===== src/hdl/osae_pkg.sv =====
// Shared constants and types of the operand specifier evaluator.
// Assumes one processor clock; no timing constants are needed.
package osae_pkg;

	localparam logic [3:0] MODE_INDEX = 4'h4;
	localparam logic [3:0] MODE_REG = 4'h5;
	localparam logic [3:0] MODE_REG_DEF = 4'h6;
	localparam logic [3:0] MODE_AUTODEC = 4'h7;
	localparam logic [3:0] MODE_AUTOINC = 4'h8;
	localparam logic [3:0] MODE_AUTOINC_DEF = 4'h9;
	localparam logic [3:0] MODE_BDISP = 4'hA;
	localparam logic [3:0] MODE_BDISP_DEF = 4'hB;
	localparam logic [3:0] MODE_WDISP = 4'hC;
	localparam logic [3:0] MODE_WDISP_DEF = 4'hD;
	localparam logic [3:0] MODE_LDISP = 4'hE;
	localparam logic [3:0] MODE_LDISP_DEF = 4'hF;
	localparam logic [3:0] REG_PC = 4'hF;
	localparam logic [1:0] LIT_TAG = 2'h0;
	localparam int ADDR_W = 32;
	localparam int LIT_W = 128;
	localparam logic [31:0] ADDR_STEP = 32'h0000_0004;
	localparam logic [7:0] F_BIAS = 8'h80;
	localparam logic [10:0] G_BIAS = 11'h400;
	localparam logic [14:0] H_BIAS = 15'h4000;

	typedef enum logic [3:0] {
		DT_BYTE = 4'h0,
		DT_WORD = 4'h1,
		DT_LONG = 4'h2,
		DT_QUAD = 4'h3,
		DT_OCTA = 4'h4,
		DT_FFLT = 4'h5,
		DT_DFLT = 4'h6,
		DT_GFLT = 4'h7,
		DT_HFLT = 4'h8
	} osae_dtype_t;

	typedef enum logic [2:0] {
		AC_READ = 3'h0,
		AC_MODIFY = 3'h1,
		AC_WRITE = 3'h2,
		AC_ADDR = 3'h3,
		AC_FIELD = 3'h4
	} osae_access_t;

	typedef enum logic [2:0] {
		ST_IDLE = 3'b001,
		ST_EVAL = 3'b010,
		ST_MEM = 3'b100
	} osae_state_t;

endpackage


===== src/hdl/osae_lit_expand.sv =====
// Expands a six-bit short literal into an operand of the given data type.
// Purely combinational; the caller registers the result.
`timescale 1ns/1ps
module osae_lit_expand
	import osae_pkg::*;
(
	input wire logic [5:0] lit_i,
	input wire osae_dtype_t dtype_i,
	output logic [LIT_W-1:0] value_o
);

	logic [2:0] expo;
	logic [2:0] fra;

	assign expo = lit_i[5:3];
	assign fra = lit_i[2:0];

	always_comb begin
		value_o = '0;
		case (dtype_i)
			DT_FFLT, DT_DFLT: begin
				value_o[14:7] = F_BIAS + {5'h00, expo};
				value_o[6:4] = fra;
			end
			DT_GFLT: begin
				value_o[14:4] = G_BIAS + {8'h00, expo};
				value_o[3:1] = fra;
			end
			DT_HFLT: begin
				value_o[14:0] = H_BIAS + {12'h000, expo};
				value_o[31:29] = fra;
			end
			default: begin
				value_o[5:0] = lit_i;
			end
		endcase
	end

endmodule


===== src/hdl/osae_eval.sv =====
// Operand specifier evaluator: literal, displacement (deferred), index and branch.
// Assumes the register file answers reads in the same cycle and memory
// answers a longword read with mem_ack_i on the processor clock.
`timescale 1ns/1ps
module osae_eval
	import osae_pkg::*;
(
	input wire logic clock_i,
	input wire logic rst_b_i,
	input wire logic start_i,
	input wire logic branch_i,
	input wire logic branch_word_i,
	input wire logic [7:0] spec_i,
	input wire logic [7:0] base_spec_i,
	input wire logic [31:0] ext_i,
	input wire osae_access_t access_i,
	input wire osae_dtype_t dtype_i,
	input wire logic [31:0] next_pc_i,
	output logic [3:0] base_sel_o,
	input wire logic [31:0] base_data_i,
	output logic [3:0] index_sel_o,
	input wire logic [31:0] index_data_i,
	output logic mem_req_o,
	output logic [31:0] mem_addr_o,
	input wire logic mem_ack_i,
	input wire logic [31:0] mem_data_i,
	output logic wb_o,
	output logic [3:0] wb_sel_o,
	output logic [31:0] wb_data_o,
	output logic busy_o,
	output logic done_o,
	output logic [31:0] addr_o,
	output logic literal_o,
	output logic [LIT_W-1:0] lit_value_o,
	output logic illegal_fault_o,
	output logic reserved_fault_o
);
	function automatic logic [31:0] sign_widen(input logic [31:0] d, input logic [1:0] w);
		case (w)
			2'h0: sign_widen = {{24{d[7]}}, d[7:0]};
			2'h1: sign_widen = {{16{d[15]}}, d[15:0]};
			default: sign_widen = d;
		endcase
	endfunction
	function automatic logic [2:0] size_log2(input osae_dtype_t t);
		case (t)
			DT_BYTE: size_log2 = 3'h0;
			DT_WORD: size_log2 = 3'h1;
			DT_LONG, DT_FFLT: size_log2 = 3'h2;
			DT_QUAD, DT_DFLT, DT_GFLT: size_log2 = 3'h3;
			default: size_log2 = 3'h4;
		endcase
	endfunction
	osae_state_t state_ff, nxt_state;
	logic [7:0] spec_ff, nxt_spec, base_ff, nxt_base;
	logic [31:0] ext_ff, nxt_ext, pc_ff, nxt_pc, idx_off_ff, nxt_idx_off;
	logic [31:0] addr_ff, nxt_addr, maddr_ff, nxt_maddr, wbd_ff, nxt_wbd;
	osae_access_t acc_ff, nxt_acc;
	osae_dtype_t dt_ff, nxt_dt;
	logic br_ff, nxt_br, brw_ff, nxt_brw, done_ff, nxt_done, lit_ff, nxt_lit;
	logic ill_ff, nxt_ill, rsv_ff, nxt_rsv, wb_ff, nxt_wb;
	logic [3:0] wbs_ff, nxt_wbs;
	logic [LIT_W-1:0] litv_ff, nxt_litv, lit_exp;
	logic is_idx, is_lit, ill_now, rsv_now, deferred;
	logic [7:0] eff;
	logic [3:0] mode, rn;
	logic [31:0] rb, size, disp, ea, idx_now;
	logic [1:0] dsel;
	osae_lit_expand u_lit (
		.lit_i(spec_ff[5:0]),
		.dtype_i(dt_ff),
		.value_o(lit_exp)
	);
	assign is_idx = spec_ff[7:4] == MODE_INDEX;
	assign is_lit = spec_ff[7:6] == LIT_TAG;
	assign eff = is_idx ? base_ff : spec_ff;
	assign mode = eff[7:4];
	assign rn = eff[3:0];
	assign base_sel_o = rn;
	assign index_sel_o = spec_ff[3:0];
	assign rb = (rn == REG_PC) ? pc_ff : base_data_i;
	assign size = 32'h0000_0001 << size_log2(dt_ff);
	assign idx_now = is_idx ? (index_data_i << size_log2(dt_ff)) : '0;
	assign dsel = (mode == MODE_BDISP || mode == MODE_BDISP_DEF) ? 2'h0 :
		(mode == MODE_WDISP || mode == MODE_WDISP_DEF) ? 2'h1 : 2'h2;
	assign disp = sign_widen(ext_ff, dsel);
	assign deferred = mode == MODE_BDISP_DEF || mode == MODE_WDISP_DEF ||
		mode == MODE_LDISP_DEF || (mode == MODE_AUTOINC_DEF && rn != REG_PC);
	// Fault decode; the base of an index also faults as literal, index, register or immediate mode
	always_comb begin
		ill_now = 1'b0;
		if (is_lit && acc_ff inside {AC_ADDR, AC_MODIFY, AC_WRITE}) begin
			ill_now = 1'b1;
		end
		if (is_idx && (base_ff[7:6] == LIT_TAG || base_ff[7:4] == MODE_INDEX ||
			base_ff[7:4] == MODE_REG ||
			(base_ff[7:4] == MODE_AUTOINC && base_ff[3:0] == REG_PC))) begin
			ill_now = 1'b1;
		end
		if (mode == MODE_REG && acc_ff == AC_ADDR) begin
			ill_now = 1'b1;
		end
	end
	assign rsv_now = is_idx && spec_ff[3:0] == REG_PC && !ill_now;
	// Base operand location before indexing
	always_comb begin
		ea = rb;
		case (mode)
			MODE_AUTODEC: ea = rb - size;
			MODE_AUTOINC: ea = (rn == REG_PC) ? pc_ff - size : rb;
			MODE_AUTOINC_DEF: ea = (rn == REG_PC) ? ext_ff : rb;
			MODE_BDISP, MODE_BDISP_DEF, MODE_WDISP, MODE_WDISP_DEF,
			MODE_LDISP, MODE_LDISP_DEF: ea = rb + disp;
			default: ea = rb;
		endcase
	end
	always_comb begin
		nxt_state = state_ff;
		nxt_spec = spec_ff;
		nxt_base = base_ff;
		nxt_ext = ext_ff;
		nxt_pc = pc_ff;
		nxt_acc = acc_ff;
		nxt_dt = dt_ff;
		nxt_br = br_ff;
		nxt_brw = brw_ff;
		nxt_idx_off = idx_off_ff;
		nxt_addr = addr_ff;
		nxt_maddr = maddr_ff;
		nxt_litv = litv_ff;
		nxt_lit = lit_ff;
		nxt_ill = ill_ff;
		nxt_rsv = rsv_ff;
		nxt_done = 1'b0;
		nxt_wb = 1'b0;
		nxt_wbs = wbs_ff;
		nxt_wbd = wbd_ff;
		case (state_ff)
			ST_IDLE: begin
				if (start_i) begin
					nxt_spec = spec_i;
					nxt_base = base_spec_i;
					nxt_ext = ext_i;
					nxt_pc = next_pc_i;
					nxt_acc = access_i;
					nxt_dt = dtype_i;
					nxt_br = branch_i;
					nxt_brw = branch_word_i;
					nxt_state = ST_EVAL;
				end
			end
			ST_EVAL: begin
				nxt_ill = 1'b0;
				nxt_rsv = 1'b0;
				nxt_lit = 1'b0;
				nxt_litv = '0;
				nxt_state = ST_IDLE;
				nxt_done = 1'b1;
				nxt_idx_off = idx_now;
				if (br_ff) begin
					nxt_addr = pc_ff + sign_widen(ext_ff, {1'b0, brw_ff});
				end else if (ill_now || rsv_now) begin
					nxt_ill = ill_now;
					nxt_rsv = rsv_now;
				end else if (is_lit) begin
					nxt_lit = 1'b1;
					nxt_litv = lit_exp;
				end else begin
					if ((mode == MODE_AUTOINC || mode == MODE_AUTOINC_DEF ||
						mode == MODE_AUTODEC) && rn != REG_PC) begin
						nxt_wb = 1'b1;
						nxt_wbs = rn;
						nxt_wbd = (mode == MODE_AUTODEC) ? ea :
							(mode == MODE_AUTOINC) ? rb + size : rb + ADDR_STEP;
					end
					if (deferred) begin
						nxt_maddr = ea;
						nxt_done = 1'b0;
						nxt_state = ST_MEM;
					end else begin
						nxt_addr = ea + idx_now;
					end
				end
			end
			ST_MEM: begin
				if (mem_ack_i) begin
					nxt_addr = mem_data_i + idx_off_ff;
					nxt_done = 1'b1;
					nxt_state = ST_IDLE;
				end
			end
			default: nxt_state = ST_IDLE;
		endcase
	end
	always_ff @(posedge clock_i) begin
		if (!rst_b_i) begin
			state_ff <= ST_IDLE;
			spec_ff <= 8'h00;
			base_ff <= 8'h00;
			ext_ff <= 32'h0000_0000;
			pc_ff <= 32'h0000_0000;
			acc_ff <= AC_READ;
			dt_ff <= DT_BYTE;
			br_ff <= 1'b0;
			brw_ff <= 1'b0;
			idx_off_ff <= 32'h0000_0000;
			addr_ff <= 32'h0000_0000;
			maddr_ff <= 32'h0000_0000;
			litv_ff <= '0;
			lit_ff <= 1'b0;
			ill_ff <= 1'b0;
			rsv_ff <= 1'b0;
			done_ff <= 1'b0;
			wb_ff <= 1'b0;
			wbs_ff <= 4'h0;
			wbd_ff <= 32'h0000_0000;
		end else begin
			state_ff <= nxt_state;
			spec_ff <= nxt_spec;
			base_ff <= nxt_base;
			ext_ff <= nxt_ext;
			pc_ff <= nxt_pc;
			acc_ff <= nxt_acc;
			dt_ff <= nxt_dt;
			br_ff <= nxt_br;
			brw_ff <= nxt_brw;
			idx_off_ff <= nxt_idx_off;
			addr_ff <= nxt_addr;
			maddr_ff <= nxt_maddr;
			litv_ff <= nxt_litv;
			lit_ff <= nxt_lit;
			ill_ff <= nxt_ill;
			rsv_ff <= nxt_rsv;
			done_ff <= nxt_done;
			wb_ff <= nxt_wb;
			wbs_ff <= nxt_wbs;
			wbd_ff <= nxt_wbd;
		end
	end
	assign mem_req_o = state_ff == ST_MEM;
	assign mem_addr_o = maddr_ff;
	assign wb_o = wb_ff;
	assign wb_sel_o = wbs_ff;
	assign wb_data_o = wbd_ff;
	assign busy_o = state_ff != ST_IDLE;
	assign done_o = done_ff;
	assign addr_o = addr_ff;
	assign literal_o = lit_ff;
	assign lit_value_o = litv_ff;
	assign illegal_fault_o = ill_ff;
	assign reserved_fault_o = rsv_ff;
endmodule


===== config.mk =====
export PLATFORM = sky130hd
export DESIGN_NAME = osae_eval
export DESIGN_NICKNAME = d
export VERILOG_FILES = /design/src/hdl/osae_pkg.sv /design/src/hdl/osae_lit_expand.sv /design/src/hdl/osae_eval.sv
export SDC_FILE = /design/constraint.sdc
export NUM_CORES = 1
export LEC_CHECK = 0
export BUFFER_PORTS_ARGS = -buffer_cell sky130_fd_sc_hd__buf_2
export CAP_MARGIN = 20
export CORE_ASPECT_RATIO = 1.75
export CORE_MARGIN = 2
export CORE_UTILIZATION = 29
export CTS_CLUSTER_SIZE = 12
export DETAILED_ROUTE_END_ITERATION = 12
export SLEW_MARGIN = 20
export SYNTH_ARGS = -nofsm -noshare
export SYNTH_HDL_FRONTEND = slang
export SYNTH_HIERARCHICAL = 1
export SYNTH_SLANG_ARGS = --single-unit

===== constraint.sdc =====
create_clock -name clock_i -period 11.6 [get_ports clock_i]
set_clock_uncertainty 0.05 [all_clocks]
set_input_delay 0.58 -clock clock_i [delete_from_list [all_inputs] [get_ports clock_i]]
set_output_delay 0.58 -clock clock_i [all_outputs]
set_load 0.01 [all_outputs]

==> results by group, run 1 <==
Drt
  • Detailed-route wire length: 112 mm
  • Vias post-DR: 25.7k
  • # DRC: 0
  • DR iter-0 viols: 1768
  • WL/cell: 22.9 µm
  • Vias/cell: 5.28
  • First-pass detailed-route iteration total: 7
  • Number of nets still failing antenna checks after routing: 0

Power
  • Seq pwr share: 39.2%
  • PD cells: 115 nW/µm²
  • Power Total: 3360 µW
  • Comb pwr share: 24.3%
  • VDD IR max: 0.0859 mV
  • Switch share: 33.5%
  • Leakage: 0.0126 µW
  • Clock share of power: 36.6%
  • Internal cell power: 2230 µW
  • Sw power: 1130 µW

Clock tree
  • Clk Latency, worst-skew pair: 0.59 ns
  • H-tree levels: 2
  • CTS tree: built
  • Clock-pin slew on the worst setup and hold paths: 0.06 ns
  • Total clock sinks: 357
  • Root buf cell: clkbuf_16
  • Max clock buf depth: 3
  • Setup repair bufs after CTS: 0
  • Post-CTS Hold Buffers: 0
  • Gates resized, CTS repair: 0
  • Num CTS Buffers: 38

STA
  • Final hold violations: 0
  • Setup violators final: 0
  • Final worst path period share: 66.0%
  • Tmin final: 7.66 ns
  • Achievable Freq: 131 MHz
  • Slew HR: 19.1%
  • Final worst slack: 3.94 ns
  • Count of pins over their slew limit: 0
  • Worst Tran Pin Value: 1.20 ns
  • RSZ-0062 raised after global routing: no
  • Setup TNS: 0 ns

Flow run
  • Max_cap viols: 0

Synthesis
  • Synth area leader: dfxtp_1
  • Area of the mapped netlist: 25000 µm²
  • XOR/XNOR share of the synthesized area: 5.35%
  • Post-synth top flop: dfxtp_1
  • Sequential area share after synthesis: 28.5%
  • Area fraction of the dominant cell type after synthesis: 28.5%
  • Post-synth EDFFs: 0
  • Synth area leaders: dfxtp_1 29%, nand2_1 8.0%, a21oi_1 7.1%, ha_1 7.0%, nor2_1 5.1%
  • Main combinational cell family by area after synthesis: compound AO/OA/AOI/OAI gates
  • Fraction of registers with async set/reset: 0%
  • Synth Area in Compound Gates: 27.4%
  • Seq cells post-synth: 357
  • Simple-Gate Fraction of Synth Area: 20.7%
  • Yosys warnings: 6
  • Synth unique cells: 100
  • Syn Inst Count: 3363
  • Synth Area in Adders: 7.47%
  • Mux cell area share after synthesis: 2.59%
  • Synth Area per Inst: 7.45 µm²

Global routing
  • Total grt overflow: 0
  • Vias in the first global route: 24.3k
  • Pin count of the biggest net entering global routing: 99
  • Global Route Usage Sum: 24.2%
  • Initial antenna violation count: 25
  • First-pass GRT wire length: 159 mm

Critical path
  • Crit Reg-Reg Endpoint: addr_o[30]
  • Max incr delay on CP: 1.10 ns
  • Critical path arrival: 8.08 ns
  • R2r startpoint: spec_ff[7]
  • Crit Path Class: reg -> reg
  • R2R Setup Slk: 3.94 ns
  • Crit Path Max Fanout: 15
  • Worst Setup Start Kind: flip-flop
  • Crit end category: flip-flop
  • Worst path slowest cell: o41ai_2
  • R2R cell count: 26
  • Req. time, crit path: 12.02 ns
  • Worst path most repeated cell: nand2_1

Final layout
  • Finished Layout Cells: 4870
  • Final net count: 4025
  • Area growth from synthesis to layout: 16.4%
  • Layout cells sized above 1: 16.3%

Placement
  • RePlAce Congestion: 0.943
  • Place WS: 4.00 ns
  • Post-DP HPWL: 88.5 mm
  • Placed insts: 4801
  • IO buf count: 431

Min path
  • Hold path cells: 3
  • Hold worst-path end: acc_ff[0]
  • Hold path startpoint: access_i[0]
  • Hold crit path type: in -> reg

Die
  • Initial Util: 29.2%
  • Core area: 85600 µm²
  • Area of the die: 88800 µm²
  • Std cell rows: 142
  • Height of the die: 393 µm
  • Die W: 226 µm
  • # IOs: 432

Run status
  • Outcome: completed
[placed cells by master (no fill, tap or decap), drive strengths merged, types with 8 or more instances in the layout]
| cell type | netlist | final |
|---|---|---|
| or4 | 9 | 9 |
| xor2 | 54 | 54 |
| clkbuf | 159 | 56 |
| conb | 3 | 120 |
| o221ai | 16 | 16 |
| a31oi | 31 | 31 |
| a221oi | 9 | 9 |
| a221o | 10 | 10 |
| a211oi | 76 | 76 |
| a21o | 53 | 53 |
| nand4 | 17 | 17 |
| nor2 | 341 | 341 |
| o21a | 22 | 22 |
| mux2i | 54 | 54 |
| xnor2 | 99 | 99 |
| nor4 | 9 | 9 |
| or2 | 8 | 8 |
| nor2b | 19 | 19 |
| o21bai | 16 | 16 |
| or3 | 17 | 17 |
| o21ai | 178 | 178 |
| o211ai | 29 | 29 |
| ha | 140 | 140 |
| dfxtp | 357 | 357 |
| o31ai | 16 | 16 |
| buf | 152 | 481 |
| nand2 | 535 | 535 |
| nand3 | 55 | 55 |
| nor3 | 53 | 53 |
| and3 | 26 | 26 |
| inv | 91 | 93 |
| a22oi | 143 | 143 |
| o311ai | 8 | 8 |
| a21oi | 357 | 357 |
| a31o | 9 | 9 |
| nand2b | 28 | 28 |
| and2 | 28 | 28 |
[critical path, delay by kind of cell, from the launching register on]
kind	cells	cell delay (ns)
buffers and inverters	3	0.47
adder cells (fa/ha/maj)	2	0.59
AO/OA/AOI/OAI	14	4.76
flip-flops	1	0.45
XOR/XNOR	2	0.29
AND/OR/NAND/NOR	5	0.89
[worst max-delay path by stage]
stage / from / to / depth (start not counted)
6_report: spec_ff[7] / addr_o[30] / 26
5_1_grt: spec_ff[7] / addr_o[30] / 26
4_1_cts: spec_ff[7] / addr_o[30] / 23
3_5_place_dp: spec_ff[7] / addr_o[30] / 23
3_3_place_gp: spec_ff[7] / addr_o[30] / 23
2_1_floorplan: spec_ff[7] / addr_o[30] / 30
[per-stage QoR]
stage / instance area [µm²] / util (%) / hold slack (ns)
3_3_place_gp: 27900 / 32.6 / 0.390
4_1_cts: 29100 / 34.0 / 0.137
2_1_floorplan: 25500 / - / 0.390
5_1_grt: 29100 / 34.0 / 0.160
6_report: 29100 / 34.0 / 0.176
3_5_place_dp: 27900 / 32.6 / 0.394
[layer usage]
layer | global-route usage [%] | wire length, µm | vias to the layer above
met5 | 0 | 103 | -
met4 | 14.3 | 7430 | 16
met3 | 3.77 | 6470 | 232
met2 | 41.4 | 53100 | 909
met1 | 28.3 | 44500 | 12100
li1 | - | - | 12400
[cell type report]
cell class | count | area, µm²
fillers | 9414 | 56500
multi-input cells | 2719 | 16400
flip-flops and latches | 357 | 7150
repair buffers | 481 | 2550
well taps | 1152 | 1440
clock buffers | 56 | 1110
inverters | 93 | 357
clock inverters | 6 | 76.3
diodes | 6 | 15.0
[flip-flops by register name, indices dropped and copies added (netlist names), 3 cells and up]
| name | cells |
|---|---|
| idx_off_ff | 32 |
| mem_addr_o | 32 |
| acc_ff | 3 |
| spec_ff | 8 |
| dt_ff | 4 |
| ext_ff | 32 |
| pc_ff | 32 |
| wb_sel_o | 4 |
| lit_value_o | 128 |
| base_ff | 8 |
| state_ff | 3 |
| addr_o | 32 |
| wb_data_o | 32 |
[Yosys cell counts, drive strengths merged, types with 17 or more instances]
cell and n:
a211oi 76, o211ai 29, nand2b 28, nand2 535, ha 140, dfxtp 357
clkbuf 159, o21a 22, and2 28, buf 152, a22oi 143, a21o 53
inv 91, or3 17, o21ai 178, nand3 55, nor3 53, and3 26
a21oi 357, nor2b 19, xnor2 99, mux2i 54, nand4 17, xor2 54
a31oi 31, nor2 341
[power by group through the flow]
stage          sequential [µW]  combinational (µW)  clock [µW]
2_1_floorplan             1320                 569           0
3_5_place_dp              1340                 803           0
6_report                  1320                 816        1230
4_1_cts                   1310                 807        1270
3_3_place_gp              1340                 805           0
5_1_grt                   1320                 894        1310
[cells by family (layout without fill, tap and decap cells)]
group	count (synthesis)	count (layout)
flip-flops	357	357
AND/OR/NAND/NOR	1177	1177
buffers and inverters	404	636
other	3	126
multiplexers	61	61
adder cells (fa/ha/maj)	146	146
AO/OA/AOI/OAI	1062	1062
XOR/XNOR	153	153
Note: power is estimated with default switching activity, not from simulation.
==> inputs of run 2 (changes only) <==
clock period = 7.75 ns   (was 11.6 ns; I/O delays follow)
==> run 2 against run 1 <==
  * Sequential cell count did not move
  * Combinational power is 58% higher
  * Wire length is essentially flat
  * Clock-buffer cell count is 7 lower
  * Sequential share of layout area fell by 0.88 points
  * Sequential power increased by 48%
  * First-iteration DRC count is 0.68% higher
  * Final cell count up 2.3%
  * Critical path depth shrank 1
  * Worst setup slack worse by 3.5 ns
  * Die area unchanged
==> results by group, run 2 (same netlist as run 1, synthesis figures left out) <==
Drt
  • # DRC: 0 (unchanged)
  • Detailed-route wire length: 112 mm (about the same)
  • DR iter-0 viols: 1780 (+0.68%)
  • Vias/cell: 5.23 (-0.89%)
  • First-pass detailed-route iteration total: 6 (-1)
  • Vias post-DR: 26.1k (+1.4%)
  • WL/cell: 22.4 µm (-2.3%)
  • Number of nets still failing antenna checks after routing: 0 (unchanged)

STA
  • Setup TNS: 0 ns (unchanged)
  • Worst Tran Pin Value: 1.20 ns (-0.00270 ns)
  • Slew HR: 19.3% (+0.18 points)
  • Final hold violations: 0 (unchanged)
  • Tmin final: 7.29 ns (-0.367 ns)
  • Final worst path period share: 94.1% (+28 points)
  • Count of pins over their slew limit: 0 (unchanged)
  • Final worst slack: 0.458 ns (-3.48 ns)
  • Hold_ws: 0.0195 ns (-0.157 ns)
  • RSZ-0062 raised after global routing: no
  • Achievable Freq: 137 MHz (+5.0%)
  • Setup violators final: 0 (unchanged)

Clock tree
  • Total clock sinks: 357 (unchanged)
  • CTS tree: built
  • Setup repair bufs after CTS: 0 (unchanged)
  • Num CTS Buffers: 40 (+5.3%)
  • Clock-pin slew on the worst setup and hold paths: 0.06 ns (about the same)
  • Max clock buf depth: 3 (unchanged)
  • H-tree levels: 2 (unchanged)
  • Clk Latency, worst-skew pair: 0.59 ns (about the same)
  • Root buf cell: clkbuf_16

Final layout
  • Commonest non-fill, non-tap cell in the layout: nand2_1
  • Largest register FFs: 128 (unchanged)
  • Multi-input gate area: 16500 µm² (about the same)
  • # fillers: 9368 (-0.49%)
  • Post-route design area: 30200 µm² (+3.7%)
  • Final Util: 35.3% (+1.3 points)
  • Area growth from synthesis to layout: 20.7%
  • Layout cells sized above 1: 17.1% (+0.78 points)
  • Final net count: 4137 (+2.8%)
  • Seq. cell area: 7150 µm² (unchanged)
  • Most frequent cells in the layout: 532 x nand2_1, 431 x buf_2, 357 x dfxtp_1, 356 x a21oi_1, 336 x nor2_1

Critical path
  • Worst path top cell family by delay: compound AO/OA/AOI/OAI gates
  • Worst Setup Start Kind: flip-flop
  • Critical path arrival: 7.71 ns (-0.37 ns)
  • R2R cell count: 25 (-3.8%)
  • R2r startpoint: spec_ff[6]
  • Req. time, crit path: 8.17 ns (-3.85 ns)
  • Crit end category: flip-flop
  • Max incr delay on CP: 0.57 ns (-0.53 ns)
  • Crit path buffers/inverters: 2 (-1)
  • Worst path slowest cell: dfxtp_1
  • Crit Path Class: reg -> reg
  • Crit Reg-Reg Endpoint: addr_o[30]
  • Crit Path Max Fanout: 13 (-2)
  • R2R Setup Slk: 0.46 ns (-3.48 ns)

Die
  • Height of the die: 393 µm (unchanged)
  • Initial Util: 29.2% (unchanged)
  • Area of the die: 88800 µm² (unchanged)
  • Die W: 226 µm (unchanged)
  • Core area: 85600 µm² (unchanged)
  • Std cell rows: 142 (unchanged)
  • # IOs: 432 (unchanged)

Min path
  • Hold path cells: 3 (unchanged)
  • Hold worst-path end: pc_ff[22]
  • Hold path startpoint: next_pc_i[22]
  • Hold crit path type: in -> reg

Placement
  • Place WS: 0.466 ns (-3.54 ns)
  • IO buf count: 431 (unchanged)
  • RePlAce Congestion: 0.977 (+3.5%)
  • Placed Area: 28200 µm² (+1.1%)
  • Post-DP HPWL: 89.3 mm (+0.90%)

Power
  • VDD IR max: 0.123 mV (+43%)
  • PD cells: 172 nW/µm² (+49%)
  • Leakage: 0.0131 µW (+4.1%)

Global routing
  • Total grt overflow: 0 (unchanged)
  • Vias in the first global route: 24.6k (+1.5%)
  • Global Route Usage Sum: 24.1% (-0.072 points)
  • First-pass GRT wire length: 159 mm (about the same)
  • Initial antenna violation count: 21 (-16%)
  • Pin count of the biggest net entering global routing: 106 (+7.1%)

Flow run
  • Max_cap viols: 0 (unchanged)

Run status
  • Outcome: completed
==> run 2: cell types whose count changed in the layout (fill, tap and decap cells not counted), moves of 2 or more <==
| cell | before | now |
|---|---|---|
| bufinv_16 | 1 | 4 |
| dlygate4sd3_1 | 0 | 68 |
| clkinv_2 | 2 | 4 |
| buf_4 | 49 | 91 |
| clkbuf_1 | 10 | 6 |
| a211oi_2 | 1 | 3 |
| a211oi_1 | 74 | 72 |
| clkbuf_8 | 7 | 3 |
==> run 2: layer usage <==
| metal | vias to the layer above | part of all wire (%) | track usage [%] |
|---|---|---|---|
| met1 | 12300 | 39 | 27.9 |
| met3 | 225 | 6.0 | 3.57 |
| met5 | - | 0.082 | 0 |
| met4 | 14 | 6.6 | 14.5 |
| met2 | 910 | 48 | 41.7 |
| li1 | 12600 | - | - |
==> run 2: repair_timing <==
item                       CTS  global route
gates resized for setup      0             2
hold endpoints to repair    68             0
hold buffers                68             0
setup endpoints to repair    0             3
==> run 2: tightest hold or removal path, delay by kind of cell <==
kind,cells,cell delay (ns)
buffers and inverters,1,0.10
and+or+nand+nor,1,0.05
AOI/OAI and AO/OA,1,0.05
==> run 2: cell type report <==
type	count	area share, %
clock inverter	14	0.654
tap	1152	4.77
inverter	93	1.18
multi-input combinational	2719	54.4
timing repair buffer	591	11.7
sequential	357	23.6
antenna	7	0.0579
clock buffer	49	3.52
==> run 2: per-stage QoR <==
stage / cells / power [µW]
after floorplan: 3480 / 2820
after global placement: 4843 / 3240
after detailed placement: 4843 / 3240
after CTS: 4974 / 5230
after global routing: 4982 / 5420
final: 4982 / 5190
==> run 2: power by group <==
| group | internal (µW) | switching [µW] | total (µW) |
|---|---|---|---|
| registers | 1880 | 80.2 | 1960 |
| logic | 484 | 804 | 1290 |
| clock network | 1110 | 835 | 1940 |
| total | 3470 | 1720 | 5190 |
==> run 2: worst max-delay path by stage <==
stage          slack [ns]        from    endpoint  cells after the start
2_1_floorplan        1.08  spec_ff[7]  addr_o[30]                     30
3_3_place_gp         0.55  spec_ff[7]  addr_o[29]                     27
3_5_place_dp         0.47  spec_ff[7]  addr_o[30]                     24
4_1_cts              0.40  spec_ff[7]  addr_o[30]                     24
5_1_grt              0.03  spec_ff[7]  addr_o[29]                     27
6_report             0.46  spec_ff[6]  addr_o[30]                     25
